`config.mk`:
```
export PLATFORM = sky130hd
export DESIGN_NAME = output_enable_ctrl
export DESIGN_NICKNAME = d
export VERILOG_FILES = /design/src/verilog/cfg_pkg.sv /design/src/verilog/output_enable_ctrl.sv
export SDC_FILE = /design/constraint.sdc
export NUM_CORES = 1
export LEC_CHECK = 0
export BUFFER_PORTS_ARGS = -buffer_cell sky130_fd_sc_hd__buf_2
export CORE_ASPECT_RATIO = 1.5
export CORE_MARGIN = 5
export CORE_UTILIZATION = 35
export DETAILED_ROUTE_END_ITERATION = 7
export GPL_ROUTABILITY_DRIVEN = 0
export SLEW_MARGIN = 25
export SYNTH_ARGS = -nofsm -noshare
export SYNTH_HDL_FRONTEND = slang
export SYNTH_SLANG_ARGS = --single-unit
```
`constraint.sdc`:
```
create_clock -name sys_clk -period 4.1 [get_ports sys_clk]
set_clock_uncertainty 0.1 [all_clocks]
set_input_delay 0.41 -clock sys_clk [delete_from_list [all_inputs] [get_ports sys_clk]]
set_output_delay 0.41 -clock sys_clk [all_outputs]
set_load 0.05 [all_outputs]
```
`src/verilog/cfg_pkg.sv`:
```
// Constants and types of the serial output enable control block
package cfg_pkg;
  localparam logic [7:0] ADDR_SEL_HIGH = 8'hd2;
  localparam logic [7:0] ADDR_SEL_LOW = 8'hdc;
  localparam logic [1:0] DEVICE_SELECT = 2'h1;
  localparam int CMD_BYTE_BIT = 7;
  localparam int CMD_DEV_HI = 6;
  localparam int CMD_DEV_LO = 5;
  localparam logic [4:0] IDX_THRESH_FB = 5'h16;
  localparam logic [4:0] IDX_PAIR_EN = 5'h17;
  localparam logic [7:0] RST_THRESH_FB = 8'h0f;
  localparam logic [7:0] RST_PAIR_EN = 8'hff;
  localparam logic [7:0] BLOCK_BYTE_COUNT = 8'h18;
  localparam logic [2:0] LAST_BIT = 3'h7;
  localparam int PAIR_B1_BIT = 7;
  localparam int PAIR_B0_BIT = 6;
  localparam int PAIR_A2_BIT = 5;
  localparam int PAIR_A1_BIT = 3;
  localparam int PAIR_A0_BIT = 2;

  typedef struct packed {
    logic [1:0] threshold;
    logic feedback_a_disable;
    logic feedback_b_disable;
    logic [1:0] reserved_hi;
    logic pair_b2_enable;
    logic reserved_lo;
  } thresh_fb_type;

  typedef struct packed {
    logic [2:0] bank_a;
    logic [2:0] bank_b;
  } pair_en_type;

  typedef enum logic [2:0] {
    ST_IDLE = 3'h0,
    ST_RX = 3'h1,
    ST_ACK = 3'h3,
    ST_TX = 3'h2,
    ST_MACK = 3'h6
  } state_type;

  typedef enum logic [1:0] {
    ROLE_ADDR = 2'h0,
    ROLE_CMD = 2'h1,
    ROLE_COUNT = 2'h2,
    ROLE_DATA = 2'h3
  } role_type;
endpackage : cfg_pkg

```
`src/verilog/output_enable_ctrl.sv`:
```
// Serial bus target and output enable logic of a six-pair clock buffer
`timescale 1ns/100ps
`default_nettype none
// Notes on behaviour
// - Byte and block reads and writes accepted
// - Address d2 when select high, dc low
// - Command bit 7: block 0, byte 1
// - Command bits 6:5 carry device select 01
// - Bits 4:0 index byte ops, zero block
// - Block bytes ascend by index, MSB first
// - Block read: restart, count then data bytes
// - Byte write: address, command, one data
// - Byte read: restart, address, one data
// - Bytes taken from byte 0, bit 7 first
// - Byte 22 bits 7:6 pick input threshold
// - Byte 22 bits 5,4 disable feedback outputs
// - Byte 22 bit 1 enables pair B2
// - Byte 23 bits enable B1,B0,A2,A1,A0
// - Registers load defaults, all outputs enabled
// - Serial access works during power down
// - Out of power down, true outputs follow input, complements invert
module output_enable_ctrl
  import cfg_pkg::*;
(
  input wire logic sys_clk,
  input wire logic rstn,
  input wire logic scl_in,
  input wire logic sda_in,
  output logic sda_out,
  output logic sda_oe,
  input wire logic address_select_input,
  input wire logic power_down,
  input wire logic ref_in_a,
  input wire logic ref_in_b,
  output logic [2:0] bank_a_true_out,
  output logic [2:0] bank_a_comp_out,
  output logic [2:0] bank_b_true_out,
  output logic [2:0] bank_b_comp_out,
  output logic [2:0] bank_a_out_en,
  output logic [2:0] bank_b_out_en,
  output logic feedback_out_a,
  output logic feedback_out_b,
  output logic feedback_a_en,
  output logic feedback_b_en,
  output logic [1:0] threshold_select
);

  // ----------------------------------------------------------------
  // Input synchronisers
  // ----------------------------------------------------------------
  logic [1:0] scl_sync_reg;
  logic [1:0] sda_sync_reg;
  logic [1:0] asel_sync_reg;
  logic [1:0] pd_sync_reg;
  logic [1:0] ref_a_sync_reg;
  logic [1:0] ref_b_sync_reg;
  logic scl_prev_reg;
  logic sda_prev_reg;

  always_ff @(posedge sys_clk or negedge rstn) begin
    if (!rstn) begin
      scl_sync_reg <= 2'h3;
      sda_sync_reg <= 2'h3;
      asel_sync_reg <= 2'h0;
      pd_sync_reg <= 2'h0;
      ref_a_sync_reg <= 2'h0;
      ref_b_sync_reg <= 2'h0;
      scl_prev_reg <= 1'b1;
      sda_prev_reg <= 1'b1;
    end else begin
      scl_sync_reg <= {scl_sync_reg[0], scl_in};
      sda_sync_reg <= {sda_sync_reg[0], sda_in};
      asel_sync_reg <= {asel_sync_reg[0], address_select_input};
      pd_sync_reg <= {pd_sync_reg[0], power_down};
      ref_a_sync_reg <= {ref_a_sync_reg[0], ref_in_a};
      ref_b_sync_reg <= {ref_b_sync_reg[0], ref_in_b};
      scl_prev_reg <= scl_sync_reg[1];
      sda_prev_reg <= sda_sync_reg[1];
    end
  end

  logic scl;
  logic sda;
  logic scl_rise;
  logic scl_fall;
  logic start_seen;
  logic stop_seen;
  logic [7:0] own_addr;

  assign scl = scl_sync_reg[1];
  assign sda = sda_sync_reg[1];
  assign scl_rise = scl & ~scl_prev_reg;
  assign scl_fall = ~scl & scl_prev_reg;
  assign start_seen = scl & scl_prev_reg & ~sda & sda_prev_reg;
  assign stop_seen = scl & scl_prev_reg & sda & ~sda_prev_reg;
  assign own_addr = asel_sync_reg[1] ? ADDR_SEL_HIGH : ADDR_SEL_LOW;

  // ----------------------------------------------------------------
  // Configuration bytes
  // ----------------------------------------------------------------
  logic [7:0] thresh_fb_reg;
  logic [7:0] pair_en_reg;

  function automatic logic [7:0] read_cfg(input logic [4:0] idx,
                                          input logic [7:0] b22,
                                          input logic [7:0] b23);
    read_cfg = 8'h00;
    if (idx == IDX_THRESH_FB) begin
      read_cfg = b22;
    end else if (idx == IDX_PAIR_EN) begin
      read_cfg = b23;
    end
  endfunction : read_cfg

  // ----------------------------------------------------------------
  // Serial engine
  // ----------------------------------------------------------------
  state_type state_reg;
  role_type role_reg;
  logic [7:0] shift_reg;
  logic [2:0] bit_cnt_reg;
  logic rd_reg;
  logic byte_mode_reg;
  logic count_sent_reg;
  logic host_nack_reg;
  logic [4:0] index_reg;
  logic wr_en;
  logic got_byte_reg;
  logic [7:0] rd_data;

  // Byte to send next, zero for unused indices
  assign rd_data = read_cfg(index_reg, thresh_fb_reg, pair_en_reg);
  assign wr_en = scl_fall && state_reg == ST_RX && got_byte_reg
    && role_reg == ROLE_DATA && !rd_reg;

  always_ff @(posedge sys_clk or negedge rstn) begin
    if (!rstn) begin
      state_reg <= ST_IDLE;
      role_reg <= ROLE_ADDR;
      shift_reg <= 8'h00;
      bit_cnt_reg <= 3'h0;
      rd_reg <= 1'b0;
      byte_mode_reg <= 1'b0;
      count_sent_reg <= 1'b0;
      host_nack_reg <= 1'b0;
      index_reg <= 5'h00;
      got_byte_reg <= 1'b0;
      sda_oe <= 1'b0;
    end else if (start_seen) begin
      state_reg <= ST_RX;
      role_reg <= ROLE_ADDR;
      bit_cnt_reg <= 3'h0;
      count_sent_reg <= 1'b0;
      got_byte_reg <= 1'b0;
      sda_oe <= 1'b0;
    end else if (stop_seen) begin
      state_reg <= ST_IDLE;
      sda_oe <= 1'b0;
    end else begin
      case (state_reg)
        ST_RX: begin
          if (scl_rise) begin
            shift_reg <= {shift_reg[6:0], sda};
            bit_cnt_reg <= bit_cnt_reg + 3'h1;
            got_byte_reg <= bit_cnt_reg == LAST_BIT;
          end else if (scl_fall && got_byte_reg) begin
            got_byte_reg <= 1'b0;
            state_reg <= ST_ACK;
            sda_oe <= 1'b1;
            case (role_reg)
              ROLE_ADDR: begin
                rd_reg <= shift_reg[0];
                if (shift_reg[7:1] != own_addr[7:1]) begin
                  state_reg <= ST_IDLE;
                  sda_oe <= 1'b0;
                end
              end
              ROLE_CMD: begin
                byte_mode_reg <= shift_reg[CMD_BYTE_BIT];
                index_reg <= shift_reg[CMD_BYTE_BIT] ?
                  shift_reg[4:0] : 5'h00;
                role_reg <= shift_reg[CMD_BYTE_BIT] ?
                  ROLE_DATA : ROLE_COUNT;
                if (shift_reg[CMD_DEV_HI:CMD_DEV_LO] != DEVICE_SELECT) begin
                  state_reg <= ST_IDLE;
                  sda_oe <= 1'b0;
                end
              end
              ROLE_COUNT: role_reg <= ROLE_DATA;
              default: index_reg <= index_reg + 5'h01;
            endcase
          end
        end
        ST_ACK: begin
          if (scl_fall) begin
            bit_cnt_reg <= 3'h0;
            if (rd_reg) begin
              state_reg <= ST_TX;
              if (!byte_mode_reg && !count_sent_reg) begin
                shift_reg <= BLOCK_BYTE_COUNT;
                sda_oe <= ~BLOCK_BYTE_COUNT[7];
              end else begin
                shift_reg <= rd_data;
                sda_oe <= ~rd_data[7];
              end
            end else begin
              state_reg <= ST_RX;
              sda_oe <= 1'b0;
              if (role_reg == ROLE_ADDR) begin
                role_reg <= ROLE_CMD;
              end
            end
          end
        end
        ST_TX: begin
          if (scl_fall) begin
            if (bit_cnt_reg == LAST_BIT) begin
              state_reg <= ST_MACK;
              sda_oe <= 1'b0;
              if (count_sent_reg || byte_mode_reg) begin
                index_reg <= index_reg + 5'h01;
              end
              count_sent_reg <= 1'b1;
            end else begin
              shift_reg <= {shift_reg[6:0], 1'b0};
              sda_oe <= ~shift_reg[6];
              bit_cnt_reg <= bit_cnt_reg + 3'h1;
            end
          end
        end
        ST_MACK: begin
          if (scl_rise) begin
            host_nack_reg <= sda;
          end else if (scl_fall) begin
            bit_cnt_reg <= 3'h0;
            if (host_nack_reg) begin
              state_reg <= ST_IDLE;
            end else begin
              state_reg <= ST_TX;
              shift_reg <= rd_data;
              sda_oe <= ~rd_data[7];
            end
          end
        end
        default: begin
          state_reg <= ST_IDLE;
          sda_oe <= 1'b0;
        end
      endcase
    end
  end

  // Open-drain: the line is only ever pulled low
  always_ff @(posedge sys_clk or negedge rstn) begin
    if (!rstn) begin
      sda_out <= 1'b0;
    end else begin
      sda_out <= 1'b0;
    end
  end

  // Register writes, independent of power down
  always_ff @(posedge sys_clk or negedge rstn) begin
    if (!rstn) begin
      thresh_fb_reg <= RST_THRESH_FB;
      pair_en_reg <= RST_PAIR_EN;
    end else if (wr_en) begin
      if (index_reg == IDX_THRESH_FB) begin
        thresh_fb_reg <= shift_reg;
      end else if (index_reg == IDX_PAIR_EN) begin
        pair_en_reg <= shift_reg;
      end
    end
  end

  // ----------------------------------------------------------------
  // Clock outputs and enables
  // ----------------------------------------------------------------
  thresh_fb_type tf;
  pair_en_type pe;
  logic run;

  assign tf = thresh_fb_type'(thresh_fb_reg);
  assign pe.bank_a = {pair_en_reg[PAIR_A2_BIT], pair_en_reg[PAIR_A1_BIT],
                      pair_en_reg[PAIR_A0_BIT]};
  assign pe.bank_b = {tf.pair_b2_enable, pair_en_reg[PAIR_B1_BIT],
                      pair_en_reg[PAIR_B0_BIT]};
  assign run = ~pd_sync_reg[1];

  always_ff @(posedge sys_clk or negedge rstn) begin
    if (!rstn) begin
      bank_a_true_out <= 3'h0;
      bank_a_comp_out <= 3'h7;
      bank_b_true_out <= 3'h0;
      bank_b_comp_out <= 3'h7;
      feedback_out_a <= 1'b0;
      feedback_out_b <= 1'b0;
    end else begin
      bank_a_true_out <= {3{ref_a_sync_reg[1] & run}};
      bank_a_comp_out <= {3{~ref_a_sync_reg[1] & run}};
      bank_b_true_out <= {3{ref_b_sync_reg[1] & run}};
      bank_b_comp_out <= {3{~ref_b_sync_reg[1] & run}};
      feedback_out_a <= ref_a_sync_reg[1] & run;
      feedback_out_b <= ref_b_sync_reg[1] & run;
    end
  end

  always_ff @(posedge sys_clk or negedge rstn) begin
    if (!rstn) begin
      bank_a_out_en <= 3'h7;
      bank_b_out_en <= 3'h7;
      feedback_a_en <= 1'b1;
      feedback_b_en <= 1'b1;
      threshold_select <= 2'h0;
    end else begin
      bank_a_out_en <= pe.bank_a;
      bank_b_out_en <= pe.bank_b;
      feedback_a_en <= ~tf.feedback_a_disable;
      feedback_b_en <= ~tf.feedback_b_disable;
      threshold_select <= tf.threshold;
    end
  end

endmodule : output_enable_ctrl
`default_nettype wire

```
==> results of run 1 <==
area by class of cell:
type | count | share of cell area (%)
tap | 115 | 3.719
inverter | 8 | 0.7762
clock inverter | 5 | 0.8732
clock buffer | 11 | 6.274
sequential | 71 | 46.83
multi-input combinational | 208 | 37.19
timing repair buffer | 33 | 4.334
layer usage:
metal / part of all wire [%] / wire length, um / track usage, % / vias to the layer above
li1: - / - / - / 1136
met1: 38 / 2830 / 14.28 / 1195
met2: 54 / 4012 / 23.00 / 56
met3: 3.7 / 280 / 3.146 / 23
met4: 4.8 / 359 / 8.646 / 0
met5: 0 / 0 / 0 / -
power by group through the flow:
| stage | Sequential, W | Combinational (W) | Clock (W) |
|---|---|---|---|
| 2_1_floorplan | 0.000837 | 0.000220 | 0 |
| 6_report | 0.000878 | 0.000263 | 0.000709 |
| 4_1_cts | 0.000878 | 0.000265 | 0.000729 |
| 5_1_grt | 0.000887 | 0.000292 | 0.000763 |
| 3_5_place_dp | 0.000888 | 0.000264 | 0 |
| 3_3_place_gp | 0.000887 | 0.000258 | 0 |
cells in the final DEF (no fill, tap or decap), types with 2 or more instances in the layout:
cell type	synthesis	final
dfrtp_1	43	43
buf_2	6	32
dfstp_2	28	28
nor2_1	23	23
nand2_1	23	23
mux2_2	21	21
o21ai_0	20	20
a21oi_1	13	13
nor2b_1	10	10
a31oi_1	10	10
nand3_1	10	10
clkbuf_16	0	9
inv_1	8	8
mux2_1	8	8
nand2b_1	5	5
nand3b_1	5	5
and2_1	4	4
nor3_1	5	4
ha_1	4	4
mux2i_1	2	2
a22oi_1	2	2
a22o_1	2	2
o21ai_1	2	2
a211o_1	2	2
and3b_1	2	2
nor3b_2	2	2
a41oi_1	2	2
nor3b_1	2	2
o311ai_0	2	2
nor4bb_1	2	2
clkinv_2	0	2
clkinvlp_4	0	2
stage by stage:
step                std cells  cell area, um^2  utilization, %
finish                    451             3869           40.16
global route              451             3869           40.16
CTS                       451             3864           40.10
detailed placement        435             3587           37.23
global placement          435             3587           37.23
floorplan                 313             3430               -
worst reg2reg max path, cell delays in order (launching register included):
cell and delay (ns):
dfrtp_1 0.61, nor3b_2 0.40, nand3_1 0.16, nor4b_2 0.30
and2_1 0.45, mux2_1 0.37
logic make-up (layout without fill, tap and decap cells):
group	Yosys count	after routing	share of synthesized area, %
other cells	1	1	0.1093
flops	71	71	52.83
compound gates	69	69	13.65
mux	31	31	10.11
simple gates	101	101	15.98
xor+xnor	2	2	0.5109
fa+ha+maj	4	4	1.459
buf+inv	34	57	5.363
final timing paths:
kind | from | to | slack (ns) | cells past startpoint
max | state_reg[1] | pair_en_reg[5] | 1.64 | 5
min | sda_in | sda_sync_reg[0] | 0.07 | 1
max reg2reg | state_reg[1] | pair_en_reg[5] | 1.64 | 5
min reg2reg | ref_b_sync_reg[0] | ref_b_sync_reg[1] | 0.25 | 0
max in group asynchronous | rstn | state_reg[0] | 3.16 | 2
min in group asynchronous | rstn | role_reg[0] | 0.19 | 2
==> run metrics, run 1 <==
status finished, final reports clean; Comb pwr share ~14%; max cap viols 0; ratio of cells with drive above 1 in the final layout 32.44%; initial antenna violation count 0; pre-CTS setup slack 1.555 ns; Initial Utilization 35.60%; post-synthesis sequential area ratio 52.83%; sw frac 29.16%; clock share of power approximately two fifths; Avg Cell Area, Syn about 11 um^2; Synth top cells by count dfrtp_1, dfstp_2, nand2_1, nor2_1, mux2_2; Root Buffer clkbuf_16; n_diodes 0; Slew headroom 42.23%; critical path's largest stage delay 0.61 ns; initial DRC count roughly 170; Num CTS Buffers 9; Leakage 1.692 nW; synth warn 0; Worst-Margin Slew 0.8665 ns; CTS resizes 0; final setup violation count 0; Hold Vio Cnt, Final 0; FF/Latch Area 1812 um^2; io pins 34; Hold-fix buffers, CTS 0; 1st-pass router iterations 6; via-per-instance ratio 5.344; setup ws final 1.639 ns; Worst VDD drop 239.0 uV; clk_lat worst skew around 0.34 ns; synth unique cells 56; CP max-delay cell dfrtp_1; Reg clk slew, reported paths 0.05 ns; cell area power density around 480 nW/um^2; Pint 0.001311 W; PortBufs 32; FF+latch count, synth 71; Post-CTS Repair Setup Buffers 0; final period demand of the worst path 2.461 ns; HPWL Detailed 5403 um; CP Cell Sequence nor3b_2 -> nand3_1 -> nor4b_2 -> and2_1 -> mux2_1; layout net count 343; footprint of the multi-input gates 1439 um^2; largest net degree at the start of global routing 72; Final period util 60.02%; CP delay by family, top simple AND/OR/NAND/NOR gates; Area contributors post-synth dfrtp_1, dfstp_2, mux2_2; Die Y 131.2 um; RSZ-0062 raised after global routing false; Req. time, crit path 4.26 ns; critical path type flip-flop to flip-flop; share of flip-flops with an asynchronous set or reset 100.0%; post-route DRC violation count 0; count leader, synth dfrtp_1; Synth area leader dfrtp_1; Worst Path Arrival 2.62 ns; Site Rows 44; vias in the first global route approximately 2500; Global Route Usage Sum 13.30%; CTS max path bufs 2; Sum Neg Setup Slack 0 ns; Hold Path Class input pin to flip-flop; Fillers 924; Setup crit end kind flip-flop; clock sinks 71; routed len/inst between 15 and 20 um; Buf+Inv Stages, Crit Path 0; grt total ovfl 0; total power 0.001850 W; Syn Inst Count 313; ys flop type dfrtp_1; WHS 0.06892 ns; htree depth 3; Reg power frac 47.5%; CP Launch Type flip-flop; Post-Route WL 7484 um; P&R area growth vs syn 12.81%; first-pass GRT wire length 12700 um; syn_nets 325; die area about 12000 um^2; CTS tree yes; top-area cell type share of the netlist area 31.38%; Routed Antenna Nets 0; fmax 406.4 MHz; area of the mapped netlist about 3400 um^2; switching pwr 0.0005395 W; EDFF count, synth 0; core area between 9000 and 10000 um^2; routed vias 2410; Crit Path Max Fanout 21; fin. max-slew vios 0; Die W 90.83 um
No activity file was read; power rests on OpenSTA's default activity.
==> run 2, diff against run 1 <==
==> constraint.sdc (replaced) <==
create_clock -name sys_clk -period 2.55 [get_ports sys_clk]
set_clock_uncertainty 0.1 [all_clocks]
set_input_delay 0.255 -clock sys_clk [delete_from_list [all_inputs] [get_ports sys_clk]]
set_output_delay 0.255 -clock sys_clk [all_outputs]
set_load 0.05 [all_outputs]
==> run 2 against run 1 <==
Design area is 3.8% higher. Die area stayed put. Clock power is 78% higher. Maximum frequency is 12% higher. Wire length is 8.0% higher. Utilization is 1.5 points higher. Final cell count is 3.3% higher. Critical path depth stayed put.
==> run metrics, run 2 (same netlist as run 1, synthesis figures left out) <==
critical path's largest stage delay 0.49 ns (-0.12 ns); Worst VDD drop 426.3 uV (+78%); vias in the first global route 2614 (+4.7%); final period demand of the worst path 2.205 ns (-0.2556 ns); 1st-pass router iterations 4 (-2); routed vias 2511 (+4.2%); HPWL Detailed 5791 um (+7.2%); PortBufs 32 (unchanged); CTS tree yes; Reg clk slew, reported paths 0.06 ns (about the same); Final period util 86.48% (+26 points); first-pass GRT wire length 13370 um (+5.3%); ratio of cells with drive above 1 in the final layout 33.05% (+0.61 points); Leakage 1.770 nW (+4.6%); Die W 90.83 um (unchanged); cell area power density 772.1 nW/um^2 (+61%); io pins 34 (unchanged); post-route DRC violation count 0 (unchanged); Buf+Inv Stages, Crit Path 0 (unchanged); Req. time, crit path 2.71 ns (-1.55 ns); P&R area growth vs syn 17.15%; Global Route Usage Sum 14.31% (+1.0 points); via-per-instance ratio 5.388 (+0.84%); routed len/inst 17.35 um (+4.5%); fin cells 466 (+3.3%); initial antenna violation count 0 (unchanged); max cap viols 0 (unchanged); clock sinks 71 (unchanged); layout net count 358 (+4.4%); Site Rows 44 (unchanged); fin. max-slew vios 0 (unchanged); worst reg-to-reg setup slack 0.34 ns (-1.29 ns); Post-CTS Repair Setup Buffers 0 (unchanged); Initial Utilization 35.60% (unchanged); Root Buffer clkbuf_16; die area 11920 um^2 (unchanged); Die Y 131.2 um (unchanged); Num CTS Buffers 9 (unchanged); Worst Path Arrival 2.36 ns (-0.26 ns); core area 9634 um^2 (unchanged); initial DRC count 188 (+8.0%); CP Cell Sequence nor3b_2 -> nand3_1 -> nor4b_2 -> and2_1 -> mux2_1; Slew headroom 57.56% (+15 points); clk_lat worst skew 0.34 ns (about the same); Hold Path Class flip-flop to flip-flop; critical path type flip-flop to flip-flop; Post-Route WL 8084 um (+8.0%); htree depth 3 (unchanged); Routed Antenna Nets 0 (unchanged); most frequent cells in the layout dfrtp_1, buf_2, dfstp_2; Fillers 906 (-1.9%); largest net degree at the start of global routing 28 (-61%); final setup violation count 0 (unchanged); CTS max path bufs 2 (unchanged); fmax 453.5 MHz (+12%); CP Launch Type flip-flop; Worst-Margin Slew 0.6366 ns (-0.2299 ns); Sum Neg Setup Slack 0 ns (unchanged); n_diodes 0 (unchanged); RSZ-0062 raised after global routing false; CP max-delay cell dfrtp_1; Setup crit end kind flip-flop; Post-Place Cells 443 (+1.8%); Crit Path Max Fanout 9 (-57%); grt total ovfl 0 (unchanged); Hold Vio Cnt, Final 0 (unchanged); status finished, final reports clean; CP delay by family, top simple AND/OR/NAND/NOR gates; most common cell after layout, fill and taps aside dfrtp_1
==> run 2: per-layer routing <==
metal  GRT usage [%]  vias up  wire length (um)
met5               0        -                 0
met4           9.869        0               424
met3           3.490       29               293
met2           25.14       58              4374
met1           14.68     1258              2991
li1                -     1166                 -
==> run 2: power breakdown <==
part           internal, W  total [W]  switching [W]  leakage, nW
combinational     0.000212   0.000449       0.000237        0.777
sequential         0.00123    0.00139       0.000163        0.854
clock             0.000763    0.00126       0.000495        0.139
==> run 2: final timing paths <==
kind,start,to,cells after the start
max,state_reg[2],pair_en_reg[1],5
min,asel_sync_reg[0],asel_sync_reg[1],0
max reg2reg,state_reg[2],pair_en_reg[1],5
min reg2reg,asel_sync_reg[0],asel_sync_reg[1],0
max in group asynchronous,rstn,tf[3],3
min in group asynchronous,rstn,feedback_out_a,2
==> run 2: area by class of cell <==
| cell class | count | area (um^2) | share of cell area, % |
|---|---|---|---|
| flip-flops and latches | 71 | 1812 | 45.10 |
| multi-input cells | 208 | 1434 | 35.69 |
| repair buffers | 48 | 297.8 | 7.412 |
| clock buffers | 10 | 229.0 | 5.699 |
| well taps | 115 | 143.9 | 3.581 |
| clock inverters | 6 | 71.32 | 1.775 |
| inverters | 8 | 30.03 | 0.7474 |
==> run 2: timing repair <==
item	CTS	global route
hold buffers	7	0
gates resized for setup	0	0
endpoints found under the hold margin	23	0
==> run 2: through the flow <==
step	cell area [um^2]	total power [W]	utilization [%]	worst slack [ns]	hold WS, ns
final	4018	0.003102	41.70	0.3448	0.2472
after global routing	4018	0.003255	41.70	0.1706	0.2520
after CTS	4018	0.003148	41.70	0.3209	0.2501
after detailed placement	3647	0.001858	37.86	0.3461	0.2139
after global placement	3647	0.001841	37.86	0.3767	0.2045
after floorplan	3430	0.001699	-	0.6374	-0.1406
==> run 2: worst register-to-register path, delay by kind of cell, from the launching register on <==
kind | cells | cell delay (ns)
AND/OR/NAND/NOR | 4 | 1.18
multiplexers | 1 | 0.37
flip-flops | 1 | 0.49
